==> config.mk <==
export PLATFORM = sky130hd
export DESIGN_NAME = uart_status
export DESIGN_NICKNAME = d
export VERILOG_FILES = /design/src/verilog/uart_status.v
export VERILOG_INCLUDE_DIRS = /design/src /design/src/verilog
export SDC_FILE = /design/constraint.sdc
export NUM_CORES = 1
export LEC_CHECK = 0
export ABC_AREA = 1
export BUFFER_PORTS_ARGS = -buffer_cell sky130_fd_sc_hd__buf_2
export CAP_MARGIN = 10
export CELL_PAD_IN_SITES_DETAIL_PLACEMENT = 1
export CELL_PAD_IN_SITES_GLOBAL_PLACEMENT = 2
export CORE_ASPECT_RATIO = 1.25
export CORE_MARGIN = 2
export CORE_UTILIZATION = 35
export DETAILED_ROUTE_END_ITERATION = 10
export GPL_ROUTABILITY_DRIVEN = 0
export GPL_TIMING_DRIVEN = 0
export PLACE_DENSITY_LB_ADDON = 0.1
export SKIP_LAST_GASP = 1
export SLEW_MARGIN = 15
export SYNTH_ARGS = -nofsm -noshare
export SYNTH_HDL_FRONTEND = slang
export SYNTH_SLANG_ARGS = --single-unit
==> constraint.sdc <==
create_clock -name sys_clk -period 3.6 [get_ports sys_clk]
set_clock_uncertainty 0.15 [all_clocks]
set_input_delay 0.18 -clock sys_clk [delete_from_list [all_inputs] [get_ports sys_clk]]
set_output_delay 0.18 -clock sys_clk [all_outputs]
set_load 0.005 [all_outputs]
==> src/verilog/uart_status_consts.vh <==
// constants for the uart channel status block
`ifndef UART_STATUS_CONSTS_VH
`define UART_STATUS_CONSTS_VH
`define ADDR_W 24
`define OFF_DATA 24'hFFE200
`define OFF_STATUS 24'hFFE201
`define OFF_CTRL 24'hFFE202
`define BIT_RDA 7
`define BIT_PE 6
`define BIT_OE 5
`define BIT_FE 4
`define BIT_BREAK_DETECT_FLAG 3
`define BIT_TX_HOLDING_EMPTY_FLAG 2
`define BIT_TXE 1
`define BIT_CTS 0
`define CTRL_LOOPBACK_ENABLE 0
`define CTRL_CLEAR_TO_SEND_ENABLE 1
`define CTRL_RST 2'h0
`define UNMAPPED_RD 8'h00
`define DIV16 4'hF
`define RX_HALF 4'h8
`define RX_STOP_IDX 4'hA
`define TX_LAST_IDX 4'hA
`define CNT_RST 4'h0
`define TX_SH_IDLE 11'h7FF
`endif
==> src/verilog/uart_status.v <==
// uart channel with status flag register on an avalon-mm slave
//
// The Avalon-MM interface to the registers was decided locally.
`timescale 1ns/10ps
`default_nettype none
`include "uart_status_consts.vh"

// Summary of operation
// - all-zero character sets break detect flag
// - receive data read clears break flag
// - holding empty high when transmit register free
// - transmit data write clears holding empty
// - status bit 0 shows live clear-to-send
// - loopback substitutes receive-available for clear-to-send
// - clear-to-send gates start only when enabled
// - overrun errors held until data read
module uart_status (
	input wire sys_clk,
	input wire nrst,
	input wire [23:0] address,
	input wire read,
	input wire write,
	input wire [7:0] writedata,
	output reg [7:0] readdata,
	output reg waitrequest,
	input wire rxd,
	input wire cts_n,
	output reg txd
);
	// bus side
	reg ack_r;
	reg [7:0] readdata_nxt;
	reg [1:0] ctrl_r;

	// receiver state and flags
	reg [7:0] rx_data_r;
	reg [7:0] rx_data_nxt;
	reg rda_r;
	reg rda_nxt;
	reg pe_r;
	reg pe_nxt;
	reg oe_r;
	reg oe_nxt;
	reg fe_r;
	reg fe_nxt;
	reg brk_r;
	reg brk_nxt;
	reg [3:0] rx_div_r;
	reg [3:0] rx_div_nxt;
	reg [3:0] rx_bit_r;
	reg [3:0] rx_bit_nxt;
	reg [9:0] rx_sh_r;
	reg [9:0] rx_sh_nxt;
	reg rx_busy_r;
	reg rx_busy_nxt;

	// transmitter: start, 8 data, even parity, stop
	reg [7:0] thr_r;
	reg [7:0] thr_nxt;
	reg thr_empty_r;
	reg thr_empty_nxt;
	reg [10:0] tx_sh_r;
	reg [10:0] tx_sh_nxt;
	reg [3:0] tx_cnt_r;
	reg [3:0] tx_cnt_nxt;
	reg [3:0] tx_div_r;
	reg [3:0] tx_div_nxt;
	reg tx_busy_r;
	reg tx_busy_nxt;
	reg txd_nxt;

	// status image, built bit by bit
	reg [7:0] status;

	wire acc = (read | write) & ~ack_r;
	wire hit_data = address == `OFF_DATA;
	wire hit_stat = address == `OFF_STATUS;
	wire hit_ctrl = address == `OFF_CTRL;
	wire rd_data = acc & read & hit_data;
	wire wr_data = acc & write & hit_data;
	wire lb = ctrl_r[`CTRL_LOOPBACK_ENABLE];
	wire rx_in = lb ? txd : rxd;
	// loopback flow control uses the receiver's own availability
	wire cts_lvl = lb ? rda_r : cts_n;
	wire cts_ok = ~ctrl_r[`CTRL_CLEAR_TO_SEND_ENABLE] | ~cts_lvl;
	wire tx_idle = ~tx_busy_r & thr_empty_r;
	wire tx_start = ~tx_busy_r & ~thr_empty_r & cts_ok;
	wire rx_tick = rx_div_r == `DIV16;
	// stop is sampled after start, 8 data and parity are shifted in
	wire rx_done = rx_busy_r && rx_tick && rx_bit_r == `RX_STOP_IDX;
	wire rx_stop = rx_in;
	wire rx_par_bad = ^rx_sh_r[9:1];
	wire rx_break = (rx_sh_r[9:1] == 9'h000) & ~rx_stop;

	always @*
	begin
		status = 8'h00;
		status[`BIT_RDA] = rda_r;
		status[`BIT_PE] = pe_r;
		status[`BIT_OE] = oe_r;
		status[`BIT_FE] = fe_r;
		status[`BIT_BREAK_DETECT_FLAG] = brk_r;
		status[`BIT_TX_HOLDING_EMPTY_FLAG] = thr_empty_r;
		status[`BIT_TXE] = tx_idle;
		status[`BIT_CTS] = cts_lvl;
	end

	// unmapped addresses read as zero
	always @*
	begin
		readdata_nxt = readdata;
		if (acc & read)
		begin
			if (hit_data)
				readdata_nxt = rx_data_r;
			else if (hit_stat)
				readdata_nxt = status;
			else if (hit_ctrl)
				readdata_nxt = {6'h00, ctrl_r};
			else
				readdata_nxt = `UNMAPPED_RD;
		end
	end

	// one wait cycle, answer on second edge
	always @(posedge sys_clk)
	begin
		if (!nrst)
		begin
			ack_r <= 1'b0;
			waitrequest <= 1'b1;
			readdata <= 8'h00;
		end
		else
		begin
			ack_r <= acc;
			waitrequest <= ~acc;
			readdata <= readdata_nxt;
		end
	end

	always @(posedge sys_clk)
	begin
		if (!nrst)
			ctrl_r <= `CTRL_RST;
		else if (acc & write & hit_ctrl)
			ctrl_r <= writedata[1:0];
	end

	// receiver and its flags; a new character wins over a same-cycle read
	always @*
	begin
		rx_busy_nxt = rx_busy_r;
		rx_div_nxt = rx_div_r;
		rx_bit_nxt = rx_bit_r;
		rx_sh_nxt = rx_sh_r;
		rx_data_nxt = rx_data_r;
		rda_nxt = rda_r;
		pe_nxt = pe_r;
		oe_nxt = oe_r;
		fe_nxt = fe_r;
		brk_nxt = brk_r;

		if (rd_data)
		begin
			rda_nxt = 1'b0;
			pe_nxt = 1'b0;
			oe_nxt = 1'b0;
			fe_nxt = 1'b0;
			brk_nxt = 1'b0;
		end

		if (!rx_busy_r)
		begin
			// first sample lands in the middle of the start bit
			rx_div_nxt = `RX_HALF;
			rx_bit_nxt = `CNT_RST;
			if (!rx_in)
				rx_busy_nxt = 1'b1;
		end
		else
		begin
			rx_div_nxt = rx_div_r + 4'h1;
			if (rx_tick)
			begin
				if (rx_bit_r == `CNT_RST && rx_in)
					rx_busy_nxt = 1'b0;
				else if (rx_done)
				begin
					rx_busy_nxt = 1'b0;
					// old byte stays, overrun flagged until next read
					if (rda_r & ~rd_data)
						oe_nxt = 1'b1;
					else
						rx_data_nxt = rx_sh_r[8:1];
					rda_nxt = 1'b1;
					pe_nxt = rx_par_bad;
					fe_nxt = ~rx_stop;
					brk_nxt = rx_break;
				end
				else
				begin
					rx_sh_nxt = {rx_in, rx_sh_r[9:1]};
					rx_bit_nxt = rx_bit_r + 4'h1;
				end
			end
		end
	end

	always @(posedge sys_clk)
	begin
		if (!nrst)
		begin
			rx_busy_r <= 1'b0;
			rx_div_r <= `CNT_RST;
			rx_bit_r <= `CNT_RST;
			rx_sh_r <= 10'h000;
			rx_data_r <= 8'h00;
			rda_r <= 1'b0;
			pe_r <= 1'b0;
			oe_r <= 1'b0;
			fe_r <= 1'b0;
			brk_r <= 1'b0;
		end
		else
		begin
			rx_busy_r <= rx_busy_nxt;
			rx_div_r <= rx_div_nxt;
			rx_bit_r <= rx_bit_nxt;
			rx_sh_r <= rx_sh_nxt;
			rx_data_r <= rx_data_nxt;
			rda_r <= rda_nxt;
			pe_r <= pe_nxt;
			oe_r <= oe_nxt;
			fe_r <= fe_nxt;
			brk_r <= brk_nxt;
		end
	end

	// transmitter: holding register feeds the shifter
	always @*
	begin
		thr_nxt = thr_r;
		thr_empty_nxt = thr_empty_r;
		tx_busy_nxt = tx_busy_r;
		tx_sh_nxt = tx_sh_r;
		tx_cnt_nxt = tx_cnt_r;
		tx_div_nxt = tx_div_r;
		txd_nxt = txd;

		if (wr_data)
		begin
			thr_nxt = writedata;
			thr_empty_nxt = 1'b0;
		end

		if (!tx_busy_r)
		begin
			txd_nxt = 1'b1;
			if (tx_start)
			begin
				tx_sh_nxt = {1'b1, ^thr_r, thr_r, 1'b0};
				tx_busy_nxt = 1'b1;
				tx_cnt_nxt = `CNT_RST;
				tx_div_nxt = `CNT_RST;
				// write in the same cycle keeps the flag low
				if (!wr_data)
					thr_empty_nxt = 1'b1;
			end
		end
		else
		begin
			txd_nxt = tx_sh_r[0];
			tx_div_nxt = tx_div_r + 4'h1;
			if (tx_div_r == `DIV16)
			begin
				tx_sh_nxt = {1'b1, tx_sh_r[10:1]};
				tx_cnt_nxt = tx_cnt_r + 4'h1;
				if (tx_cnt_r == `TX_LAST_IDX)
					tx_busy_nxt = 1'b0;
			end
		end
	end

	always @(posedge sys_clk)
	begin
		if (!nrst)
		begin
			thr_r <= 8'h00;
			thr_empty_r <= 1'b1;
			tx_busy_r <= 1'b0;
			tx_sh_r <= `TX_SH_IDLE;
			tx_cnt_r <= `CNT_RST;
			tx_div_r <= `CNT_RST;
			txd <= 1'b1;
		end
		else
		begin
			thr_r <= thr_nxt;
			thr_empty_r <= thr_empty_nxt;
			tx_busy_r <= tx_busy_nxt;
			tx_sh_r <= tx_sh_nxt;
			tx_cnt_r <= tx_cnt_nxt;
			tx_div_r <= tx_div_nxt;
			txd <= txd_nxt;
		end
	end
endmodule
`default_nettype wire

-- Word level (Yosys, flattened, before mapping)
Index checks and enable logic that the tools add are counted.
Widths: inputs -> output; s select.
- flip-flop bits (word level): 74
- output and inout port bits: 10
- logic and storage cells: 124
- $add $sub $neg: 4
- eq/ne operators: 8
- multiplexer cells: 52
- bitwise logic cells: 24
- reductions and logical operators: 14
- operators by type and width (cell ; number):
    $eq 24x24->1 const B ; 3
    $mux 1 ; 41
    $mux 11 ; 3
    $mux 4 ; 5
    $add 4x1->4 const B ; 4
    $eq 4x4->1 const B ; 4
    $mux 8 ; 2
    $and 1x1->1 ; 11
    $not 1->1 ; 11
    $logic_not 9->1 ; 1
    $reduce_xor 9->1 ; 1
    $reduce_xor 8->1 ; 1
    $reduce_and 2->1 ; 3
    $reduce_and 5->1 ; 1
    $logic_not 4->1 ; 1
    $reduce_and 4->1 ; 1
    $logic_and 1x1->1 ; 3
    $reduce_and 3->1 ; 1
    $mux 2 ; 1
    $ne 2x1->1 const B ; 1
    $or 1x1->1 ; 2
    $reduce_bool 2->1 ; 1

-- Depth between registers and ports, before layout
Gate-level depths: netlist (run 1).
- depth in word-level cells: 11
- depth in mapped cells: 11
- depth with buffers taken out: 11

-- Worst setup path after synthesis (run 1)
OpenSTA, ideal clock, no wires.
- path type: register -> register
- from: reg rx_bit_r[0]
- to: reg rx_data_r[1]
- setup time: 0.115 ns
- arrival: 1.250 ns
- data required time: 3.335 ns
- path slack: 2.085 ns
- cell stages (with the launch flop): 10
- buffers on the path: 1
- cell sequence: dfxtp_1 inv_1 ha_1 nand2_1 nor2_1 nand2_4 clkinv_2 buf_6 a21oi_1 nor2_1
- word-level cells in the longest chain between the ends: 4
- elaborated cells on any way between the ends: 6
- ends and longest elaborated chain (item ; line ; RTL):
    start, declared ; uart_status.v:50 ; reg [3:0] rx_bit_r;
    start signal, assigned ; uart_status.v:216 ; rx_bit_r <= `CNT_RST;
    start signal, assigned ; uart_status.v:229 ; rx_bit_r <= rx_bit_nxt;
    $logic_not 4->1 (no line) ; n/a ;
    $logic_and 1x1->1 ; uart_status.v:186 ; if (rx_bit_r == `CNT_RST && rx_in)
    $not 1->1 (no line) ; n/a ;
    $reduce_and 5->1 (no line) (*) ; n/a ;
    end signal, assigned ; uart_status.v:231 ; rx_data_r <= rx_data_nxt;
    end, declared ; uart_status.v:36 ; reg [7:0] rx_data_r;
Every way passes the cells marked *; elsewhere a longest branch is shown, timed or not.
A chain may end at the register's enable or synchronous reset.

-- Final worst setup path (run 1)
- from: reg tx_div_r[1]
- to: reg tx_sh_r[1]
- word-level cells in the longest chain between the ends: 3
- ends and longest elaborated chain (item ; line ; RTL):
    start, declared ; uart_status.v:66 ; reg [3:0] tx_div_r;
    start signal, assigned ; uart_status.v:294 ; tx_div_r <= `CNT_RST;
    start signal, assigned ; uart_status.v:304 ; tx_div_r <= tx_div_nxt;
    $eq 4x4->1 (no line) ; n/a ;
    $ne 2x1->1 (no line) ; n/a ;
    $reduce_and 2->1 (no line) ; n/a ;
    end signal, assigned ; uart_status.v:292 ; tx_sh_r <= `TX_SH_IDLE;
    end signal, assigned ; uart_status.v:302 ; tx_sh_r <= tx_sh_nxt;
    end, declared ; uart_status.v:62 ; reg [10:0] tx_sh_r;
Every way passes these cells.

==> impl_results.md, run 1 <==
* Status: finished clean
* Remaining Overflow, GRT at 0
* Post-Synth Adder-Cell Area at 3.81%
* Crit path launch type: register
* RR Startpoint: tx_div_r[1]
* Worst-path cell chain: ha_1 > nand2_1 > nor2_1 > nand2_1 > nand2_2 > buf_2 > o211ai_1 > o211ai_1
* Post-synth top area share at 39.9%
* Die Ht at 118 um
* Layout cells sized above 1 at 17.0%
* PwrDens at approximately 420 nW/um^2
* Critical Path RT at about 3.7 ns
* Rel. slew slack at between 60% and 70%
* Vias in the first global route at approximately 3400
* Die footprint at between 10000 and 15000 um^2
* Worst slew pin tran at ~0.54 ns
* # IOs at 48
* Synth Area in Compound Gates at 12.9%
* NumNets Final at between 600 and 700
* Hold Path Class: input pin to register
* DR vias/cell at slightly below 5
* Post-CTS Setup Inserts at 0
* MaxCap Viol Count at 0
* Final instance area at about 4400 um^2
* CTS tree: built
* Reg2Reg Setup Slack at 1.85 ns
* H-tree depth at 3
* Min-Delay Path Depth at 3
* Max rail drop VDD at around 0.18 mV
* Worst r2r dst: tx_sh_r[1]
* Syn nets at between 500 and 600
* Placed Area at approximately 4000 um^2
* Reg2Reg Depth at 8
* Count leader, synth: nand2_1
* Initial antenna violation count at 0
* Seq/Total Area, Yosys at about two fifths
* CP endpoint kind: register
* Max Clk Rate at roughly 570 MHz
* Number of fill cells at roughly 1300
* WL final at roughly 9200 um
* Routed vias at 3357
* Max stage delay cell, worst path: dfxtp_1
* Clock Latency Late Sink at approximately 0.34 ns
* Hold Startpoint: writedata[0]
* Setup TNS at 0 ns
* Antenna cells at 0
* Netlist Area Pre-Place at between 3000 and 4000 um^2
* Main flop type after synthesis: dfxtp_1
* Pins over their slew limit at 0
* Clk buf depth at 2
* Xor/xnor share of the synthesized area at 2.67%
* Clock-pin slew on the worst setup and hold paths at roughly 0.06 ns
* Synth cell count leaders: nand2_1, inv_1, dfxtp_1
* Yosys warning total at 0
* Fraction of synthesized area in multiplexers at 0%
* Static Leakage at 2.02 nW
* FF+latch area at approximately 1400 um^2
* Asr flop ratio synth at 0%
* RSZ-0062 raised after global routing: no
* Slowest stage delay, CP at between 0.3 and 0.4 ns
* FF+latch count, synth at 72
* Antenna Violating Nets Remaining at 0
* Total power draw at between 1.5 and 2 mW
* Largest cells by area after synthesis: dfxtp_1, nand2_1, inv_1, nand3_1, a21oi_1
* Cell family with the largest share of critical-path delay: simple AND/OR/NAND/NOR gates
* Hold Buf Count CTS at 7
* Syn avg cell area at 7.28 um^2
* Layout area overhead at 21.3%
* Crit Path Category: register to register
* Initial Utilization at a little over a third
* Synth unique cells at 39
* Multi-input gate area at 1780 um^2
* GRT Total Usage at between 15 and 20%
* Fin. Hold Viols at 0
* Synth Instances at slightly below 500
* Router iterations before antenna repair at 4
* First-pass GRT wire length at between 15000 and 20000 um
* DR iter-0 viols at 64
* CORE AREA at 10100 um^2
* # resized after CTS at 0
* Crit path time final at roughly 1.7 ns
* Tcrit/Tclk final at a little under 50%
* PortBufs at 46
* Post-synth EDFFs at 0
* CTS sink cnt at between 70 and 80
* Yosys top cell by area: dfxtp_1
* # DRC at 0
* CTS Root Cell: clkbuf_16
* CP bufs+invs at 1
* WL/cell at ~13 um
* Die Width at roughly 95 um
* DP HPWL at roughly 7200 um
* CTS Buf Count at 9
* Pin count of the biggest net entering global routing at 13
* Row cnt at 41
* Count of final setup violators at 0
* Max FO, Critical Path at 10
* WP data arrival at roughly 1.9 ns
* Post-synthesis simple-gate area fraction at between 20% and 30%
* Endpoint of the worst hold-timing path: thr_r[0]
* Largest family of logic cells by synthesized area: simple AND/OR/NAND/NOR gates
-- how the worst max path moves through the flow --
stage	start	endpoint	slack, ns	depth (start not counted)
floorplan	rx_bit_r[0]	rx_data_r[1]	2.09	9
global placement	address[3]	thr_r[7]	1.89	8
detailed placement	address[3]	thr_r[7]	1.84	8
CTS	tx_div_r[1]	tx_sh_r[1]	1.82	8
global route	rx_div_r[0]	rx_sh_r[9]	1.70	8
finish	tx_div_r[1]	tx_sh_r[1]	1.85	8
-- logic make-up (layout without fill, tap and decap cells) --
logic type                 Yosys count  after routing
adders and majority gates           11             11
AOI/OAI and AO/OA                   84             84
and+or+nand+nor                    226            226
xor gates and xnor gates            11             11
buffers and inverters               92            160
DFF                                 72             72
-- layer usage --
metal,wire length [um],GRT usage [%]
met1,3990,20.3
met2,4770,30.8
met3,385,4.67
met4,99,5.16
met5,0,0
-- through the flow --
step	std cells	hold WS (ns)	util (%)	setup WS, ns
global placement	671	0.279	39.8	1.89
floorplan	496	0.206	-	2.09
finish	693	0.0305	43.5	1.85
detailed placement	671	0.291	39.8	1.84
global route	693	0.0599	43.5	1.70
CTS	693	0.0136	43.5	1.82
-- tightest hold or removal path, delay by kind of cell --
kind | cells | cell delay (ns)
buffers and inverters | 1 | 0.10
AO/OA/AOI/OAI | 2 | 0.20
-- area by class of cell --
| type | count | share of cell area [%] |
|---|---|---|
| sequential | 72 | 32.9 |
| inverter | 77 | 6.63 |
| clock buffer | 11 | 5.78 |
| multi-input combinational | 332 | 40.7 |
| clock inverter | 4 | 1.20 |
| buffer | 15 | 2.23 |
| timing repair buffer | 53 | 6.86 |
| tap | 129 | 3.69 |
-- state kept, by name, indices dropped and copies added, names as in the netlist, 2 cells and up --
register	count
tx_sh_r	10
readdata	8
tx_cnt_r	4
rx_sh_r	9
tx_div_r	4
rx_div_r	4
thr_r	8
rx_bit_r	4
rx_data_r	8
ctrl_r	2
-- layout by cell type, fill, tap and decap left out, types with 7 or more instances in the layout --
master         netlist  routed
dfxtp_1             72      72
dlygate4sd3_1        0       7
xnor2_1              8       8
nor2_1              42      42
nand3_1             44      44
a21oi_1             38      38
o211ai_1             9       9
clkbuf_16            0       9
ha_1                11      11
inv_1               73      73
nand2_1            100     100
o21ai_0             28      28
buf_2                5      51
nand4_1             13      13
-- power by group --
part / switching [mW] / internal (mW) / leakage [nW]
registers: 0.00308 / 0.803 / 0.582
logic: 0.0584 / 0.0401 / 1.29
clock network: 0.341 / 0.572 / 0.152
Note: power is estimated with default switching activity, not from simulation.
==> inputs of run 2 (changes only) <==
--- a/config.mk
+++ b/config.mk
@@ -13,7 +13,7 @@
 export CELL_PAD_IN_SITES_GLOBAL_PLACEMENT = 2
 export CORE_ASPECT_RATIO = 1.25
 export CORE_MARGIN = 2
-export CORE_UTILIZATION = 35
+export CORE_UTILIZATION = 33
 export DETAILED_ROUTE_END_ITERATION = 10
 export GPL_ROUTABILITY_DRIVEN = 0
 export GPL_TIMING_DRIVEN = 0
==> constraint.sdc (replaced) <==
create_clock -name sys_clk -period 1.7 [get_ports sys_clk]
set_clock_uncertainty 0.15 [all_clocks]
set_input_delay 0.085 -clock sys_clk [delete_from_list [all_inputs] [get_ports sys_clk]]
set_output_delay 0.085 -clock sys_clk [all_outputs]
set_load 0.005 [all_outputs]
==> run 2 against run 1 <==
Sequential power grew 110%; critical path type unchanged; power is 110% higher; worst setup slack got worse by 1.7 ns; sequential share of layout area decreased by 1.1 points; the run now ends with negative hold slack left.
==> impl_results.md, run 2 (synthesis gave the netlist of run 1 again) <==
* Layout cells sized above 1 at 21.9% (was 17.0%)
* Router iterations before antenna repair at 4 (unchanged)
* Max rail drop VDD at 0.460 mV (was 0.179 mV)
* Critical Path RT at 1.78 ns (was 3.71 ns)
* H-tree depth at 3 (unchanged)
* Remaining Overflow, GRT at 0 (unchanged)
* Clock Latency Late Sink at 0.34 ns (about the same)
* Max FO, Critical Path at 7 (was 10)
* Reg2Reg Setup Slack at 0.11 ns (was 1.85 ns)
* Worst slew pin tran at 0.513 ns (was 0.539 ns)
* DR iter-0 viols at 37 (was 64)
* Row cnt at 42 (was 41)
* Status: finished, violations left (was finished clean)
* Rel. slew slack at 65.8% (was 64.1%)
* Multi-input gate area at 1850 um^2 (was 1780 um^2)
* Clk buf depth at 2 (unchanged)
* Worst-path cell chain: ha_4 > nand3_2 > nor2_4 > buf_4 > nand3_4 > buf_4 > o21ai_1 > a21oi_1 (was ha_1 > nand2_1 > nor2_1 > nand2_1 > nand2_2 > buf_2 > o211ai_1 > o211ai_1)
* Crit path launch type: register (unchanged)
* PwrDens at 846 nW/um^2 (was 415 nW/um^2)
* Commonest non-fill, non-tap cell in the layout: nand2_1 (unchanged)
* Pre-CTS WS at -0.0788 ns (was 1.84 ns)
* Fin. Hold Viols at 1 (was 0)
* Static Leakage at 2.08 nW (was 2.02 nW)
* Clock-pin slew on the worst setup and hold paths at 0.06 ns (about the same)
* RSZ-0062 raised after global routing: yes (was no)
* Hold Path Class: input pin to register (unchanged)
* Reg2Reg Depth at 8 (unchanged)
* Failing checks: negative hold slack
* # DRC at 0 (unchanged)
* Antenna cells at 0 (unchanged)
* DR vias/cell at 4.79 (was 4.84)
* WL final at 9370 um (was 9240 um)
* Die Ht at 121 um (was 118 um)
* Initial Utilization at 34.0% (was 35.9%)
* FF+latch area at 1450 um^2 (was 1440 um^2)
* Most used cell, CP: buf_4
* # IOs at 48 (unchanged)
* Max Clk Rate at 627 MHz (was 572 MHz)
* Crit path time final at 1.59 ns (was 1.75 ns)
* Biggest regs: tx_sh_r x10, rx_sh_r x9 (unchanged)
* Die footprint at 11800 um^2 (was 11100 um^2)
* WP data arrival at 1.67 ns (was 1.85 ns)
* Initial antenna violation count at 0 (unchanged)
* Biggest register: tx_sh_r (unchanged)
* Routed vias at 3390 (was 3357)
* CTS tree: built (unchanged)
* Crit Path Category: register to register (unchanged)
* GRT Total Usage at 17.0% (was 17.5%)
* Max FFs per register at 10 (unchanged)
* Final WS setup at 0.106 ns (was 1.85 ns)
* Antenna Violating Nets Remaining at 0 (unchanged)
* First-pass GRT wire length at 16100 um (was 15400 um)
* Max stage delay cell, worst path: dfxtp_4 (was dfxtp_1)
* Tcrit/Tclk final at 93.8% (was 48.5%)
* WL/cell at 13.2 um (was 13.3 um)
* Most frequent cells in the layout: nand2_1, inv_1, dfxtp_1 (unchanged)
* CORE AREA at 10600 um^2 (was 10100 um^2)
* Number of fill cells at 1361 (was 1293)
* Count of final setup violators at 0 (unchanged)
* MaxCap Viol Count at 0 (unchanged)
* CTS Root Cell: clkbuf_16 (unchanged)
* Pins over their slew limit at 0 (unchanged)
* Pin count of the biggest net entering global routing at 14 (was 13)
* Slowest stage delay, CP at 0.36 ns (was 0.37 ns)
* Min-Delay Path Depth at 3 (unchanged)
* Die Width at 97.5 um (was 94.8 um)
* NumNets Final at 620 (was 609)
* CTS Buf Count at 9 (unchanged)
* CP endpoint kind: register (unchanged)
* CTS sink cnt at 72 (unchanged)
* Fin Hold WS at -0.00244 ns (was 0.0305 ns)
* PortBufs at 46 (unchanged)
* DP HPWL at 7240 um (was 7170 um)
* Layout area overhead at 26.6% (was 21.3%)
* Vias in the first global route at 3543 (was 3447)
## run 2: changes by cell type in the layout (fill, tap and decap cells not counted), moves of 3 or more
cell / before / now
buf_4: 1 / 9
inv_1: 73 / 69
inv_2: 3 / 7
dfxtp_2: 0 / 6
dlygate4sd3_1: 7 / 10
dfxtp_1: 72 / 65
o21ai_0: 28 / 25
## run 2: worst paths after layout
check	startpoint	to
max	rx_div_r[0]	rx_sh_r[5]
min reg2reg	tx_sh_r[0]	txd
max reg2reg	rx_div_r[0]	rx_sh_r[5]
min	nrst	tx_div_r[0]
## run 2: cell type report
type                            count  share of cell area, %
Clock buffer                       10                   5.23
Multi-Input combinational cell    332                   40.5
Sequential cell                    72                   31.8
Clock inverter                      6                   1.48
Tap cell                          132                   3.62
Timing Repair Buffer               64                   8.55
Inverter                           77                   6.44
Buffer                             15                   2.33
## run 2: timing repair
action,CTS,global route
endpoints found under the hold margin,11,0
buffers inserted,1,7
hold buffers,10,0
resized for setup,5,28
setup endpoints to repair,24,41
pin swaps,1,8
## run 2: layer usage
layer	wire length (um)	track usage, %	vias to the layer above
met5	0	0	-
met4	167	6.77	0
met2	4780	30.9	43
li1	-	-	1752
met1	4140	19.6	1583
met3	284	3.00	12
## run 2: worst max-delay path: cells and delay by family (launching register included)
family | cells | cell delay (ns)
buf+inv | 2 | 0.30
compound gates | 2 | 0.16
flops | 1 | 0.36
fa+ha+maj | 1 | 0.14
simple gates | 3 | 0.35
## run 2: per-stage QoR
| stage | total power [mW] | instances | instance area (um^2) | utilization [%] | TNS [ns] |
|---|---|---|---|---|---|
| 2_1_floorplan | 1.85 | 496 | 3610 | - | 0 |
| 3_3_place_gp | 1.94 | 674 | 4000 | 37.7 | -0.0600 |
| 3_5_place_dp | 1.94 | 674 | 4000 | 37.7 | -0.300 |
| 4_1_cts | 3.92 | 701 | 4440 | 41.8 | -0.0667 |
| 5_1_grt | 4.00 | 708 | 4570 | 43.0 | -0.0249 |
| 6_report | 3.86 | 708 | 4570 | 43.0 | 0 |
## run 2: report_power, final
| part | total, mW | internal, mW | switching, mW |
|---|---|---|---|
| sequential | 1.71 | 1.70 | 0.00764 |
| combinational | 0.218 | 0.0926 | 0.126 |
| clock | 1.94 | 1.18 | 0.754 |
| total | 3.86 | 2.97 | 0.887 |
==> inputs of run 3 (changes only) <==
--- a/config.mk
+++ b/config.mk
@@ -6,14 +6,13 @@
 export SDC_FILE = /design/constraint.sdc
 export NUM_CORES = 1
 export LEC_CHECK = 0
-export ABC_AREA = 1
 export BUFFER_PORTS_ARGS = -buffer_cell sky130_fd_sc_hd__buf_2
 export CAP_MARGIN = 10
 export CELL_PAD_IN_SITES_DETAIL_PLACEMENT = 1
 export CELL_PAD_IN_SITES_GLOBAL_PLACEMENT = 2
 export CORE_ASPECT_RATIO = 1.25
 export CORE_MARGIN = 2
-export CORE_UTILIZATION = 33
+export CORE_UTILIZATION = 34
 export DETAILED_ROUTE_END_ITERATION = 10
 export GPL_ROUTABILITY_DRIVEN = 0
 export GPL_TIMING_DRIVEN = 0
==> run 3 against run 2 <==
The flow finishes with violations (negative setup slack); wire length rose by 15%; combinational power fell by 12%; non-clock buffer count rose by 23; worst hold slack improved by 0.040 ns; sequential share of layout area fell by 1.7 points; via count fell by 5.1%; largest cell class unchanged; highest routed layer unchanged.
==> impl_results.md, run 3 <==
* H-tree depth at 3 (unchanged)
* # IOs at 48 (unchanged)
* Yosys warning total at 0 (unchanged)
* NumNets Final at 532 (was 620)
* Min-Delay Path Depth at 3 (unchanged)
* Max stage delay cell, worst path: dfxtp_4 (unchanged)
* Most frequent cells in the layout: dfxtp_1, buf_2, nor2_1 (was nand2_1, inv_1, dfxtp_1)
* DR iter-0 viols at 75 (was 37)
* CTS Buf Count at 9 (unchanged)
* PortBufs at 46 (unchanged)
* CP Launch Point: ctrl_r[0] (was rx_div_r[0])
* Row cnt at 41 (was 42)
* Yosys top cell by area: dfxtp_1 (unchanged)
* Slowest stage delay, CP at 0.37 ns (was 0.36 ns)
* Crit Path Category: register to register (unchanged)
* Cell family with the largest share of critical-path delay: compound AO/OA/AOI/OAI gates (was flip-flops)
* RSZ-0062 raised after global routing: yes (unchanged)
* CP bufs+invs at 1 (was 2)
* Die Width at 94.0 um (was 97.5 um)
* Max rail drop VDD at 0.423 mV (was 0.460 mV)
* Vias in the first global route at 3482 (was 3543)
* Layout cells sized above 1 at 31.1% (was 21.9%)
* CTS sink cnt at 72 (unchanged)
* Fin Hold WS at 0.0373 ns (was -0.00244 ns)
* MaxCap Viol Count at 0 (unchanged)
* Router iterations before antenna repair at 4 (unchanged)
* Hold Path Class: input pin to register (unchanged)
* Layout area overhead at 40.5% (was 26.6%)
* Syn nets at 444 (was 545)
* CORE AREA at 9950 um^2 (was 10600 um^2)
* Number of fill cells at 1178 (was 1361)
* Fin cells at 617 (was 708)
* Total power draw at 4.00 mW (was 3.86 mW)
* Commonest non-fill, non-tap cell in the layout: dfxtp_1 (was nand2_1)
* CP endpoint kind: register (unchanged)
* Remaining Overflow, GRT at 0 (unchanged)
* Die Ht at 116 um (was 121 um)
* Synth unique cells at 47 (was 39)
* Fin. Hold Viols at 0 (was 1)
* CTS tree: built (unchanged)
* Clock-pin slew on the worst setup and hold paths at 0.06 ns (about the same)
* Post-synth top area share at 41.9% (was 39.9%)
* Asr flop ratio synth at 0% (unchanged)
* Largest cells by area after synthesis: dfxtp_1, mux2i_1, nand2_1, nor2_1, ha_1 (was dfxtp_1, nand2_1, inv_1, nand3_1, a21oi_1)
* Most used cell, CP: a211oi_4 (was buf_4)
* Die footprint at 10900 um^2 (was 11800 um^2)
* FF+latch count, synth at 72 (unchanged)
* Layout Utilization at 48.6% (was 43.0%)
* Seq/Total Area, Yosys at 41.9% (was 39.9%)
* Rel. slew slack at 58.4% (was 65.8%)
* Initial antenna violation count at 0 (unchanged)
* Post-synth EDFFs at 0 (unchanged)
* Clk buf depth at 2 (unchanged)
* WL/cell at 17.4 um (was 13.2 um)
* Max Clk Rate at 564 MHz (was 627 MHz)
* WP data arrival at 1.81 ns (was 1.67 ns)
* Syn avg cell area at 8.71 um^2 (was 7.28 um^2)
* Max FO, Critical Path at 4 (was 7)
* Count leader, synth: dfxtp_1 (was nand2_1)
* DP HPWL at 7320 um (was 7240 um)
* Main flop type after synthesis: dfxtp_1 (unchanged)
* RR Startpoint: ctrl_r[0] (was rx_div_r[0])
* Synth cell count leaders: dfxtp_1, nand2_1, nor2_1 (was nand2_1, inv_1, dfxtp_1)
* Netlist Area Pre-Place at 3440 um^2 (was 3610 um^2)
* Initial Utilization at 34.6% (was 34.0%)
* Dpl cells at 570 (was 674)
* Crit path time final at 1.77 ns (was 1.59 ns)
* Reg2Reg Setup Slack at -0.07 ns (was 0.11 ns)
* Hold Startpoint: rxd (was nrst)
* Worst slew pin tran at 0.624 ns (was 0.513 ns)
* Tcrit/Tclk final at 104% (was 93.8%)
* Crit path launch type: register (unchanged)
* Biggest register: tx_sh_r (unchanged)
* First-pass GRT wire length at 17500 um (was 16100 um)
* Critical Path RT at 1.74 ns (was 1.78 ns)
* Routed vias at 3218 (was 3390)
* Synth Instances at 395 (was 496)
* Pins over their slew limit at 0 (unchanged)
* Status: finished, violations left (unchanged)
* # DRC at 0 (unchanged)
* Failing checks: negative setup slack (was negative hold slack)
* Reg2Reg Depth at 6 (was 8)
* GRT Total Usage at 20.8% (was 17.0%)
* Max FFs per register at 10 (unchanged)
* Count of final setup violators at 11 (was 0)
* PwrDens at 827 nW/um^2 (was 846 nW/um^2)
* WL final at 10800 um (was 9370 um)
* DR vias/cell at 5.22 (was 4.79)
* Static Leakage at 1.92 nW (was 2.08 nW)
* Pin count of the biggest net entering global routing at 12 (was 14)
* Antenna Violating Nets Remaining at 0 (unchanged)
* Worst-path cell chain: mux2_4 > a211oi_4 > nor2_4 > buf_12 > a211oi_4 > o21ai_1 (was ha_4 > nand3_2 > nor2_4 > buf_4 > nand3_4 > buf_4 > o21ai_1 > a21oi_1)
* Worst r2r dst: tx_sh_r[6] (was rx_sh_r[5])
* Clock Latency Late Sink at 0.34 ns (about the same)
* Final WS setup at -0.0719 ns (was 0.106 ns)
* Endpoint of the worst hold-timing path: fe_r (was tx_div_r[0])
* CTS Root Cell: clkbuf_16 (unchanged)
* Antenna cells at 0 (unchanged)
* Biggest regs: tx_sh_r x10, rx_sh_r x9 (unchanged)
run 3: final cells by class:
type	count	area [um^2]	share of cell area [%]
multi-input cells	280	2080	43.1
clock inverters	1	30.0	0.621
well taps	129	161	3.34
repair buffers	80	564	11.7
clock buffers	15	308	6.37
flip-flops and latches	72	1460	30.1
inverters	18	67.6	1.40
plain buffers	22	161	3.34
run 3: worst register-to-register path, cell delays in order (launching register included):
cell      delay (ns)
dfxtp_4         0.37
mux2_4          0.33
a211oi_4        0.28
nor2_4          0.11
buf_12          0.15
a211oi_4        0.16
o21ai_1         0.09
run 3: how the worst max path moves through the flow:
stage                              to  slack [ns]  depth (start not counted)
final                      tx_sh_r[6]       -0.07                          6
after global routing             pe_r       -0.15                          7
after CTS                  tx_sh_r[6]       -0.09                          6
after detailed placement  tx_div_r[1]       -0.77                          6
after global placement    tx_div_r[1]       -0.73                          6
after floorplan           tx_div_r[1]       -0.05                          6
run 3: kinds of logic (layout without fill, tap and decap cells):
logic type	count (synthesis)	in the layout	share of synthesized area, %
xor+xnor	18	18	4.58
fa+ha+maj	11	11	4.00
flops	72	72	41.9
simple gates	160	160	24.2
buf+inv	43	136	4.95
mux	26	26	7.64
compound gates	65	65	12.8
run 3: metrics by stage:
stage	setup slack, ns	cell area, um^2	TNS (ns)
2_1_floorplan	-0.0453	3480	-0.117
3_3_place_gp	-0.734	3870	-19.69
3_5_place_dp	-0.770	3870	-20.23
4_1_cts	-0.0907	4660	-0.639
5_1_grt	-0.154	4830	-2.89
6_report	-0.0719	4830	-0.449
run 3: repair_timing:
| action | CTS | global route |
|---|---|---|
| gates cloned | 3 | 1 |
| buffers inserted | 13 | 8 |
| hold buffers | 10 | 0 |
| setup endpoints to repair | 57 | 58 |
| gates resized for setup | 65 | 41 |
| endpoints found under the hold margin | 12 | 0 |
| pin swaps | 20 | 21 |
run 3: routing by layer:
layer / vias up / part of all wire (%) / global-route usage [%]
li1: 1590 / - / -
met3: 10 / 1.9 / 4.45
met5: - / 0 / 0
met4: 0 / 1.3 / 7.92
met2: 32 / 55 / 38.5
met1: 1586 / 41 / 23.3
run 3: power breakdown:
| part | internal (mW) | switching [mW] | leakage (nW) |
|---|---|---|---|
| Combinational | 0.0825 | 0.109 | 1.17 |
| Sequential | 1.69 | 0.0100 | 0.586 |
| Clock | 1.38 | 0.724 | 0.168 |
| Total | 3.15 | 0.843 | 1.92 |
